## src/pkg/ebdws_map.vh

```
/*
 Constants for the external bus address decoder and write-strobe selector:
 region bounds, reset fetch address, clock divider counts, decode codes.
 Assumes inclusion by bare name from the design file.
*/
`ifndef EBDWS_MAP_VH
`define EBDWS_MAP_VH

// Region bounds, inclusive
`define EBDWS_LRF_LO        16'h0000
`define EBDWS_LRF_HI        16'h00ff
`define EBDWS_URF_LO        16'h0100
`define EBDWS_URF_HI        16'h02ff
`define EBDWS_EXTLO_LO      16'h0300
`define EBDWS_EXTLO_HI      16'h1eff
`define EBDWS_SFR_LO        16'h1f00
`define EBDWS_SFR_HI        16'h1fff
`define EBDWS_SPM_LO        16'h2000
`define EBDWS_SPM_HI        16'h207f
`define EBDWS_PGM_LO        16'h2080
`define EBDWS_PGM_HI        16'h7fff
`define EBDWS_EXTHI_LO      16'h8000
`define EBDWS_EXTHI_HI      16'hffff

// First instruction fetch after any reset
`define EBDWS_RESET_FETCH   16'h2080

// Region codes
`define EBDWS_RGN_LRF       3'h0
`define EBDWS_RGN_URF       3'h1
`define EBDWS_RGN_EXT       3'h2
`define EBDWS_RGN_SFR       3'h3
`define EBDWS_RGN_SPM       3'h4
`define EBDWS_RGN_PGM       3'h5

// Addressing modes
`define EBDWS_AM_DIRECT     2'h0
`define EBDWS_AM_WINDOW     2'h1
`define EBDWS_AM_INDIRECT   2'h2
`define EBDWS_AM_INDEXED    2'h3

// Clock generator: halves per output toggle
`define EBDWS_CPU_DIV_HALF  4'h1
`define EBDWS_PER_DIV_HALF  4'h2
`define EBDWS_OUT_DIV_HALF  4'h4
`define EBDWS_DIV_ONE       4'h1
`define EBDWS_DIV_ZERO      4'h0

`endif

```

## src/rtl/ebdws_decode.v

```verilog
/*
 External bus address decoder and write-strobe selector.
 Decodes each CPU access into a region, raises an external bus cycle where
 the region lives off chip, and drives the shared strobe pin as low-byte or
 generic write strobe or as a plain port pin. Also derives the enable pulses
 for the CPU and peripheral clocks and the clock output pin.
 Assumes all inputs synchronous to clk, one access request per valid pulse,
 and that fetchable program memory is the only region reached by fetches.
*/
`timescale 1ns/1ps
`include "ebdws_map.vh"

// Operation
// - On a 16-bit bus the low-byte strobe is driven low for low-byte writes and word writes.
// - On an 8-bit bus the low-byte strobe is driven low for every external write.
// - The shared pin carries a strobe only when the port 5 pin-function bit 2 is set.
// - With the pin in strobe use, the select bit picks the generic strobe at 1 and low-byte at 0.
// - After any reset instruction fetching starts at address 2080h.
// - Ranges 8000h-FFFFh and 0300h-1EFFh go to the external bus by indirect or indexed access.
// - Range 2080h-7FFFh decodes to program memory, internal or external.
// - Range 2000h-207Fh decodes to special-purpose memory, indirect or indexed only.
// - Range 0100h-02FFh is upper register RAM, by indirect, indexed or windowed direct.
// - Range 0000h-00FFh is the lower register file with RAM, stack pointer and CPU SFRs.
// - Only the lower register file accepts plain direct addressing.
// - The clock generators derive CPU, peripheral and clock output from the input clock.
// - The generic strobe is driven low only during external write cycles.
module ebdws_decode (
   input  wire        clk,
   input  wire        rstn,
   input  wire        accValid,
   input  wire [15:0] accAddr,
   input  wire        accWrite,
   input  wire [1:0]  accMode,
   input  wire        accLowByte,
   input  wire        accHighByte,
   input  wire        busWidth16,
   input  wire        internalMemEnable,
   input  wire        port5_pin_function_bit2,
   input  wire        write_strobe_select_bit,
   input  wire        port5Bit2Data,
   input  wire        fetchNext,
   output reg  [15:0] fetchAddr_ff,
   output reg  [2:0]  region_ff,
   output reg         extCycle_ff,
   output reg         modeError_ff,
   output reg         internalSel_ff,
   output reg         low_byte_write_strobe_n,
   output reg         genericWriteStrobe_n,
   output wire        sharedPinOut,
   output wire        sharedPinOe,
   output reg         cpuClkEn_ff,
   output reg         perClkEn_ff,
   output reg         clock_output_pin
);

   reg  [2:0]  nxtRegion;
   reg         nxtModeOk;
   reg         nxtExt;
   reg  [3:0]  cpuCnt_ff;
   reg  [3:0]  perCnt_ff;
   reg  [3:0]  outCnt_ff;
   wire        inLrf;
   wire        inUrf;
   wire        inExtLo;
   wire        inSfr;
   wire        inSpm;
   wire        inPgm;
   wire        inExtHi;
   wire        modeIndir;
   wire        extWrite;
   wire        nxt_lowStrobe;

   // Enable pulses repeat once per full divided period, which is two halves long;
   // comparing against the half count alone would fire twice as often
   localparam [3:0] CPU_LAST = (`EBDWS_CPU_DIV_HALF << `EBDWS_DIV_ONE) - `EBDWS_DIV_ONE;
   localparam [3:0] PER_LAST = (`EBDWS_PER_DIV_HALF << `EBDWS_DIV_ONE) - `EBDWS_DIV_ONE;

   // Region compare, each bound inclusive
   assign inLrf   = accAddr <= `EBDWS_LRF_HI;
   assign inUrf   = accAddr >= `EBDWS_URF_LO && accAddr <= `EBDWS_URF_HI;
   assign inExtLo = accAddr >= `EBDWS_EXTLO_LO && accAddr <= `EBDWS_EXTLO_HI;
   assign inSfr   = accAddr >= `EBDWS_SFR_LO && accAddr <= `EBDWS_SFR_HI;
   assign inSpm   = accAddr >= `EBDWS_SPM_LO && accAddr <= `EBDWS_SPM_HI;
   assign inPgm   = accAddr >= `EBDWS_PGM_LO && accAddr <= `EBDWS_PGM_HI;
   assign inExtHi = accAddr >= `EBDWS_EXTHI_LO;
   assign modeIndir = accMode == `EBDWS_AM_INDIRECT || accMode == `EBDWS_AM_INDEXED;

   // Region, legal mode and external cycle; the reserved low external range is
   // decoded like any external range so later SFRs there need no decoder change
   always @* begin
      nxtRegion = `EBDWS_RGN_EXT;
      nxtModeOk = modeIndir;
      nxtExt    = 1'b0;
      if (inLrf) begin
         nxtRegion = `EBDWS_RGN_LRF;
         nxtModeOk = accMode != `EBDWS_AM_WINDOW;
      end else if (inUrf) begin
         nxtRegion = `EBDWS_RGN_URF;
         nxtModeOk = accMode != `EBDWS_AM_DIRECT;
      end else if (inSfr) begin
         nxtRegion = `EBDWS_RGN_SFR;
         // Only the peripheral part accepts windowed direct; kept simple here
         nxtModeOk = accMode != `EBDWS_AM_DIRECT;
      end else if (inSpm) begin
         nxtRegion = `EBDWS_RGN_SPM;
         nxtExt    = ~internalMemEnable;
      end else if (inPgm) begin
         nxtRegion = `EBDWS_RGN_PGM;
         nxtExt    = ~internalMemEnable;
      end else if (inExtLo || inExtHi) begin
         nxtRegion = `EBDWS_RGN_EXT;
         nxtExt    = 1'b1;
      end
      // An access in an illegal mode is refused and starts no bus cycle
      if (!nxtModeOk) begin
         nxtExt = 1'b0;
      end
   end

   assign extWrite      = accValid & accWrite & nxtExt;
   assign nxt_lowStrobe = busWidth16 ? (extWrite & accLowByte)
                                     : extWrite;

   // Decode outputs and strobes, registered so the pin never glitches
   always @(posedge clk or negedge rstn) begin
      if (!rstn) begin
         region_ff               <= `EBDWS_RGN_LRF;
         extCycle_ff             <= 1'b0;
         modeError_ff            <= 1'b0;
         internalSel_ff          <= 1'b0;
         low_byte_write_strobe_n <= 1'b1;
         genericWriteStrobe_n    <= 1'b1;
      end else begin
         region_ff               <= accValid ? nxtRegion : region_ff;
         extCycle_ff             <= accValid & nxtExt;
         modeError_ff            <= accValid & ~nxtModeOk;
         internalSel_ff          <= accValid & nxtModeOk & ~nxtExt;
         low_byte_write_strobe_n <= ~nxt_lowStrobe;
         genericWriteStrobe_n    <= ~extWrite;
      end
   end

   // Shared pin: strobe function or plain port, strobe kind by select bit
   assign sharedPinOut = port5_pin_function_bit2 ?
                         (write_strobe_select_bit ? genericWriteStrobe_n
                                                  : low_byte_write_strobe_n)
                         : port5Bit2Data;
   assign sharedPinOe  = 1'b1;

   // Fetch pointer restarts at the reset vector on every reset
   always @(posedge clk or negedge rstn) begin
      if (!rstn) begin
         fetchAddr_ff <= `EBDWS_RESET_FETCH;
      end else if (fetchNext) begin
         fetchAddr_ff <= fetchAddr_ff + 16'h0001;
      end
   end

   // Clock generators: enables instead of gated clocks keep one clock tree
   always @(posedge clk or negedge rstn) begin
      if (!rstn) begin
         cpuCnt_ff        <= `EBDWS_DIV_ZERO;
         perCnt_ff        <= `EBDWS_DIV_ZERO;
         outCnt_ff        <= `EBDWS_DIV_ZERO;
         cpuClkEn_ff      <= 1'b0;
         perClkEn_ff      <= 1'b0;
         clock_output_pin <= 1'b0;
      end else begin
         cpuClkEn_ff <= cpuCnt_ff == CPU_LAST;
         perClkEn_ff <= perCnt_ff == PER_LAST;
         cpuCnt_ff   <= (cpuCnt_ff == CPU_LAST) ?
                        `EBDWS_DIV_ZERO : cpuCnt_ff + `EBDWS_DIV_ONE;
         perCnt_ff   <= (perCnt_ff == PER_LAST) ?
                        `EBDWS_DIV_ZERO : perCnt_ff + `EBDWS_DIV_ONE;
         if (outCnt_ff == `EBDWS_OUT_DIV_HALF - `EBDWS_DIV_ONE) begin
            outCnt_ff        <= `EBDWS_DIV_ZERO;
            clock_output_pin <= ~clock_output_pin;
         end else begin
            outCnt_ff <= outCnt_ff + `EBDWS_DIV_ONE;
         end
      end
   end

endmodule // ebdws_decode
```

## config.mk

```make
export PLATFORM = sky130hd
export DESIGN_NAME = ebdws_decode
export DESIGN_NICKNAME = d
export VERILOG_FILES = /design/src/rtl/ebdws_decode.v
export VERILOG_INCLUDE_DIRS = /design/src /design/src/pkg
export SDC_FILE = /design/constraint.sdc
export NUM_CORES = 1
export LEC_CHECK = 0
export ABC_CLOCK_PERIOD_IN_PS = 1600
export BUFFER_PORTS_ARGS = -buffer_cell sky130_fd_sc_hd__buf_2
export CAP_MARGIN = 15
export CORE_UTILIZATION = 30
export CTS_CLUSTER_SIZE = 16
export DETAILED_ROUTE_END_ITERATION = 10
export GPL_TIMING_DRIVEN = 0
export SYNTH_ARGS = -nofsm -noshare
export SYNTH_HDL_FRONTEND = slang
export SYNTH_SLANG_ARGS = --single-unit
```

## constraint.sdc

```tcl
create_clock -name clk -period 1.6 [get_ports clk]
set_clock_uncertainty 0.15 [all_clocks]
set_input_delay 0.32 -clock clk [delete_from_list [all_inputs] [get_ports clk]]
set_output_delay 0.32 -clock clk [all_outputs]
set_load 0.01 [all_outputs]
```

==> results.json, run 1 <==
{
  "ir_drop_v": 0.000439,
  "clk_pin_slew_ns": 0.08,
  "grt_usage_pct": 11.0,
  "rrSetupSlack_ns": 0.10,
  "portBuffers": 48,
  "setup_viol": 1,
  "wl_per_cell_um": 11.1,
  "wl_mm": 3.07,
  "grt_max_degree": 40,
  "coreArea_um2": 5470,
  "clk_path_buf_depth": 2,
  "syn_nets": 181,
  "ant_nets": 0,
  "worst_slack_ns": -0.000457,
  "async_reset_ff_share_pct": 100,
  "grt_pass1_vias": 1133,
  "hold_ws_ns": -0.0134,
  "r2r_cells": 4,
  "yosys-top-cells-count": "dfrtp_1, nor2_1, xor2_1",
  "cp-end-kind": "output pin",
  "cts.htree.levels": 2,
  "cts_hold_buf": 0,
  "slew_violations": 0,
  "synthTopCellsByArea": "dfrtp_1, dfstp_2, xor2_1",
  "cts_sinks": 39,
  "hp-class": "in2async",
  "dieHeight_um": 77.2,
  "dp_cells": 268,
  "drtIter0Drc": 38,
  "power.total_uw": 2500,
  "tns_ns": -0.000457,
  "synthFlopType": "dfrtp_1",
  "crit_arrival_ns": 1.13,
  "numCtsBuffers": 5,
  "rsz0062_at_grt": "true",
  "worst_pin_slew_ns": 0.853,
  "critPathLaunchType": "flip-flop",
  "io_pins": 59,
  "cts_root_buf": "clkbuf_8",
  "synth.most_common_cell": "dfrtp_1",
  "rows": 27,
  "syn_area_per_cell_um2": 11.5,
  "n_antenna_cell": 0,
  "p_leak_uw": 0.00108,
  "outcome": "finished, violations left",
  "cp_max_fo": 2,
  "gr-total-overflow": 0,
  "yosysTopAreaCell": "dfrtp_1",
  "initial_core_util_pct": 31.0,
  "drive_above_1_share_pct": 35.9,
  "die_x_um": 77.2,
  "max_cap_viol_count": 0,
  "grt_first_pass_wirelength_mm": 5.00,
  "place_hpwl_mm": 2.21,
  "ys_seq_area_share_pct": 57.8,
  "synth_edf_count": 0,
  "cts_tree": "built",
  "path_class": "reg2out",
  "vias_per_cell": 4.55,
  "finalNetCount": 238,
  "max_freq_mhz": 625,
  "fin_crit_ns": 1.60,
  "relSlewSlack_pct": 43.1,
  "syn-instance-count": 148,
  "r2r_start": "fetchAddr_ff[6]$_DFFE_PN0P_",
  "place_ws_ns": -0.0792,
  "yosysWarningCount": 0,
  "antenna_found_initial": 0,
  "place_congestion": 0.776,
  "netlist_area_um2": 1700,
  "yosys_register_bits": 39,
  "pwr_density_cell_nw_per_um2": 1150,
  "crit_path_max_incr_delay_ns": 0.53,
  "area_growth_pct": 28.2,
  "failed_checks": "negative hold slack, negative setup slack",
  "hold_violations": 35,
  "synthDistinctLibCells": 35,
  "vias": 1266,
  "dieArea_um2": 5960,
  "worstPathRequired_ns": 1.13,
  "synth_top_cell_area_share_pct": 51.6,
  "path_cells": "mux2i_1 -> a21oi_1 -> buf_2",
  "r2r-end": "fetchAddr_ff[15]$_DFFE_PN0P_",
  "instances_no_fill": 278,
  "first_pass_iters": 4,
  "route.detailed.drc": 0,
  "slowest_stage": "dfstp_2",
  "finalCritPeriodShare_pct": 100,
  "clk_latency_ns": 0.29
}
==> through the flow <==
stage	hold WS (ns)	utilization (%)	instance area, um2
6_report	-0.0134	39.8	2180
5_1_grt	0.0453	39.8	2180
4_1_cts	0.0191	39.0	2140
3_5_place_dp	0.304	37.0	2030
3_3_place_gp	0.300	37.0	2030
2_1_floorplan	-0.126	-	1700
==> layout by cell type (no fill, tap or decap), types with 2 or more instances in the layout <==
cell | synthesis | routed
o21ai_0 | 5 | 5
nor3_2 | 0 | 2
buf_2 | 0 | 48
nand3_1 | 7 | 7
dfrtp_2 | 0 | 2
xnor2_1 | 10 | 10
nor2b_1 | 2 | 2
nor3b_1 | 2 | 2
dfrtp_1 | 35 | 33
nor2_1 | 12 | 12
nor3_1 | 5 | 3
buf_4 | 1 | 4
o211ai_1 | 2 | 2
xor2_1 | 11 | 11
nor4_1 | 2 | 2
o22ai_1 | 2 | 2
mux2i_1 | 2 | 2
inv_1 | 7 | 7
nand2_1 | 10 | 10
a21oi_1 | 4 | 4
dfstp_2 | 4 | 4
nand4_1 | 6 | 6
ha_1 | 3 | 3
clkbuf_8 | 0 | 5
==> critical path, delay by kind of cell (launching register included) <==
family,cells,cell delay [ns]
flops,1,0.53
buf+inv,1,0.14
compound gates,1,0.11
mux,1,0.06
==> how the worst max path moves through the flow <==
stage	from	end	slack [ns]	depth (start not counted)
6_report	genericWriteStrobe_n$_DFF_PN1_	sharedPinOut	-0.0005	3
2_1_floorplan	fetchAddr_ff[0]$_DFFE_PN0P_	fetchAddr_ff[14]$_DFFE_PN0P_	0.07	6
3_3_place_gp	accAddr[12]	modeError_ff$_DFF_PN0_	-0.09	5
3_5_place_dp	accAddr[12]	modeError_ff$_DFF_PN0_	-0.08	5
4_1_cts	genericWriteStrobe_n$_DFF_PN1_	sharedPinOut	-0.03	3
5_1_grt	low_byte_write_strobe_n$_DFF_PN1_	sharedPinOut	-0.07	3
==> flip-flops by register name (all words and copies together), names as in the netlist, 3 cells and up <==
register / cells
perCnt_ff: 4
outCnt_ff: 4
fetchAddr_ff: 16
cpuCnt_ff: 4
region_ff: 3
==> kinds of logic after synthesis <==
kind of cell | after synthesis | share of synthesized area, %
simple gates | 54 | 18.4
flops | 39 | 57.8
xor+xnor | 21 | 10.8
compound gates | 17 | 6.27
buf+inv | 10 | 2.43
fa+ha+maj | 3 | 2.21
mux | 3 | 1.84
other cells | 1 | 0.221
==> repair_timing <==
item                                    4_1_cts  5_1_grt
setup buffers                                 0        3
endpoints found under the setup margin        4        7
resized for setup                             0        6
pin swaps                                     1        0
gates cloned                                  0        0
==> routing by layer <==
metal / GRT usage [%] / wire length [um] / up-vias
met5: 0 / 0 / -
met4: 5.09 / 52 / 0
met3: 4.88 / 229 / 6
met2: 18.4 / 1510 / 42
met1: 11.9 / 1280 / 593
li1: - / - / 625
==> area by class of cell <==
cell class	instances	area (um2)
clock buffers	5	68.8
plain buffers	2	11.3
repair buffers	51	263
well taps	72	90.1
inverters	7	26.3
clock inverters	3	43.8
multi-input cells	99	689
fillers	568	3300
flip-flops and latches	39	983
==> power breakdown <==
group / switching [uW] / internal, uW / leakage [uW]
Combinational: 234 / 241 / 0.000528
Clock: 355 / 464 / 0.0000581
Sequential: 116 / 1090 / 0.000496
Total: 705 / 1800 / 0.00108
Power figures use the tool's default switching activity.
==> inputs of run 2 (changes only) <==
--- a/config.mk
+++ b/config.mk
@@ -13,6 +13,7 @@
 export CTS_CLUSTER_SIZE = 16
 export DETAILED_ROUTE_END_ITERATION = 10
 export GPL_TIMING_DRIVEN = 0
+export SKIP_CTS_REPAIR_TIMING = 1
 export SYNTH_ARGS = -nofsm -noshare
 export SYNTH_HDL_FRONTEND = slang
 export SYNTH_SLANG_ARGS = --single-unit
==> results.json, run 2 (synthesis results as in run 1) <==
{
  "finalNetCount": 239,
  "place_hpwl_mm": 2.21,
  "ant_nets": 0,
  "grt_first_pass_wirelength_mm": 5.00,
  "clk_pin_slew_ns": 0.08,
  "combPwrFrac_pct": 19.7,
  "cp_max_fo": 2,
  "cp_num_buf_inv": 1,
  "largest_reg_flops": 16,
  "n_antenna_cell": 0,
  "max_freq_mhz": 625,
  "gr-total-overflow": 0,
  "numCtsBuffers": 5,
  "first_pass_iters": 4,
  "cts_tree": "built",
  "path_cells": "mux2i_1 -> a21oi_1 -> buf_2",
  "area_growth_pct": 28.4,
  "fin_crit_ns": 1.60,
  "cp-end-kind": "output pin",
  "hold_ws_ns": -0.0133,
  "p_leak_uw": 0.00109,
  "wl_mm": 3.08,
  "drive_above_1_share_pct": 35.7,
  "crit_path_max_incr_delay_ns": 0.53,
  "clk_latency_ns": 0.29,
  "wl_per_cell_um": 11.0,
  "antenna_found_initial": 0,
  "rsz0062_at_grt": "true",
  "cts_root_buf": "clkbuf_8",
  "dieArea_um2": 5960,
  "relSlewSlack_pct": 43.1,
  "route.detailed.drc": 0,
  "r2r-end": "fetchAddr_ff[15]$_DFFE_PN0P_",
  "initial_core_util_pct": 31.0,
  "failed_checks": "negative hold slack, negative setup slack",
  "cts.htree.levels": 2,
  "finalCritPeriodShare_pct": 100,
  "seqPwrFrac_pct": 47.8,
  "intPower_uw": 1810,
  "r2r_start": "fetchAddr_ff[6]$_DFFE_PN0P_",
  "hold_violations": 35,
  "clkPwrFrac_pct": 32.5,
  "rows": 27,
  "crit_arrival_ns": 1.13,
  "die_x_um": 77.2,
  "dieHeight_um": 77.2,
  "place_ws_ns": -0.0792,
  "worst_pin_slew_ns": 0.853,
  "path_class": "reg2out",
  "clk_path_buf_depth": 2,
  "dpl_cell_area_um2": 2030,
  "vias": 1270,
  "hp-class": "in2async",
  "worst_slack_ns": -0.000461,
  "drtIter0Drc": 34,
  "ir_drop_v": 0.000438,
  "portBuffers": 48,
  "rrSetupSlack_ns": 0.11,
  "slowest_stage": "dfstp_2",
  "mostFrequentLayoutCells": "buf_2, dfrtp_1, nor2_1",
  "coreArea_um2": 5470,
  "power.net_switching_uw": 709,
  "r2r_cells": 4,
  "setup_viol": 1,
  "p_sw_share_pct": 28.1,
  "vias_per_cell": 4.55,
  "place_congestion": 0.776,
  "max_cap_viol_count": 0,
  "grt_usage_pct": 11.0,
  "worstPathRequired_ns": 1.13,
  "final_common_cell": "buf_2",
  "slew_violations": 0,
  "cp_top_family": "flip-flops",
  "fin_area_um2": 2180,
  "critPathLaunchType": "flip-flop",
  "io_pins": 59,
  "outcome": "finished, violations left",
  "cts_sinks": 39,
  "pwr_density_cell_nw_per_um2": 1160,
  "top_register": "fetchAddr_ff",
  "grt_pass1_vias": 1132,
  "grt_max_degree": 40
}
==> run 2: cell types whose count changed in the layout (fill, tap and decap cells not counted) <==
cell,delta
buf_4,+1
nor3_1,+1
nor3_2,-1
==> run 2: how the worst max path moves through the flow <==
| stage | from | cells after the start | slack [ns] | to |
|---|---|---|---|---|
| 5_1_grt | low_byte_write_strobe_n$_DFF_PN1_ | 3 | -0.07 | sharedPinOut |
| 4_1_cts | fetchAddr_ff[0]$_DFFE_PN0P_ | 6 | -0.1 | fetchAddr_ff[14]$_DFFE_PN0P_ |
| 3_3_place_gp | accAddr[12] | 5 | -0.09 | modeError_ff$_DFF_PN0_ |
| 6_report | genericWriteStrobe_n$_DFF_PN1_ | 3 | -0.0005 | sharedPinOut |
| 3_5_place_dp | accAddr[12] | 5 | -0.08 | modeError_ff$_DFF_PN0_ |
| 2_1_floorplan | fetchAddr_ff[0]$_DFFE_PN0P_ | 6 | 0.07 | fetchAddr_ff[14]$_DFFE_PN0P_ |
==> run 2: layout make-up <==
class | count | area [um2]
timing repair buffer | 52 | 270
multi-input combinational | 99 | 684
tap | 72 | 90.1
fill | 570 | 3290
sequential | 39 | 983
inverter | 7 | 26.3
buffer | 2 | 11.3
clock inverter | 3 | 43.8
clock buffer | 5 | 68.8
==> run 2: per-layer routing <==
| metal | vias up | track usage (%) | wire length (um) |
|---|---|---|---|
| met5 | - | 0 | 0 |
| met4 | 0 | 5.09 | 52 |
| met3 | 6 | 4.88 | 229 |
| met2 | 42 | 18.3 | 1510 |
| met1 | 593 | 12.0 | 1290 |
| li1 | 629 | - | - |
==> run 2: power groups by stage <==
stage / Combinational (uW) / Sequential [uW] / Clock [uW]
after floorplan: 175 / 1260 / 0
after global placement: 398 / 1230 / 0
after detailed placement: 414 / 1230 / 0
after CTS: 413 / 1220 / 857
after global routing: 550 / 1220 / 903
final: 496 / 1210 / 820
==> run 2: worst reg2reg max path: stages, from the launching register on <==
cell and delay, ns:
dfrtp_1 0.42, and4_4 0.27, nand3_4 0.13, nor4_4 0.30, xor2_1 0.16
==> run 2: per-stage QoR <==
stage,power [uW],utilization (%),std cells,setup TNS (ns),hold WS (ns)
2_1_floorplan,1440,-,148,0,-0.126
6_report,2520,39.8,279,-0.000461,-0.0133
5_1_grt,2670,39.8,279,-0.0670,0.0453
3_3_place_gp,1630,37.0,268,-0.159,0.300
3_5_place_dp,1650,37.0,268,-0.215,0.304
4_1_cts,2490,39.1,276,-0.212,0.0191
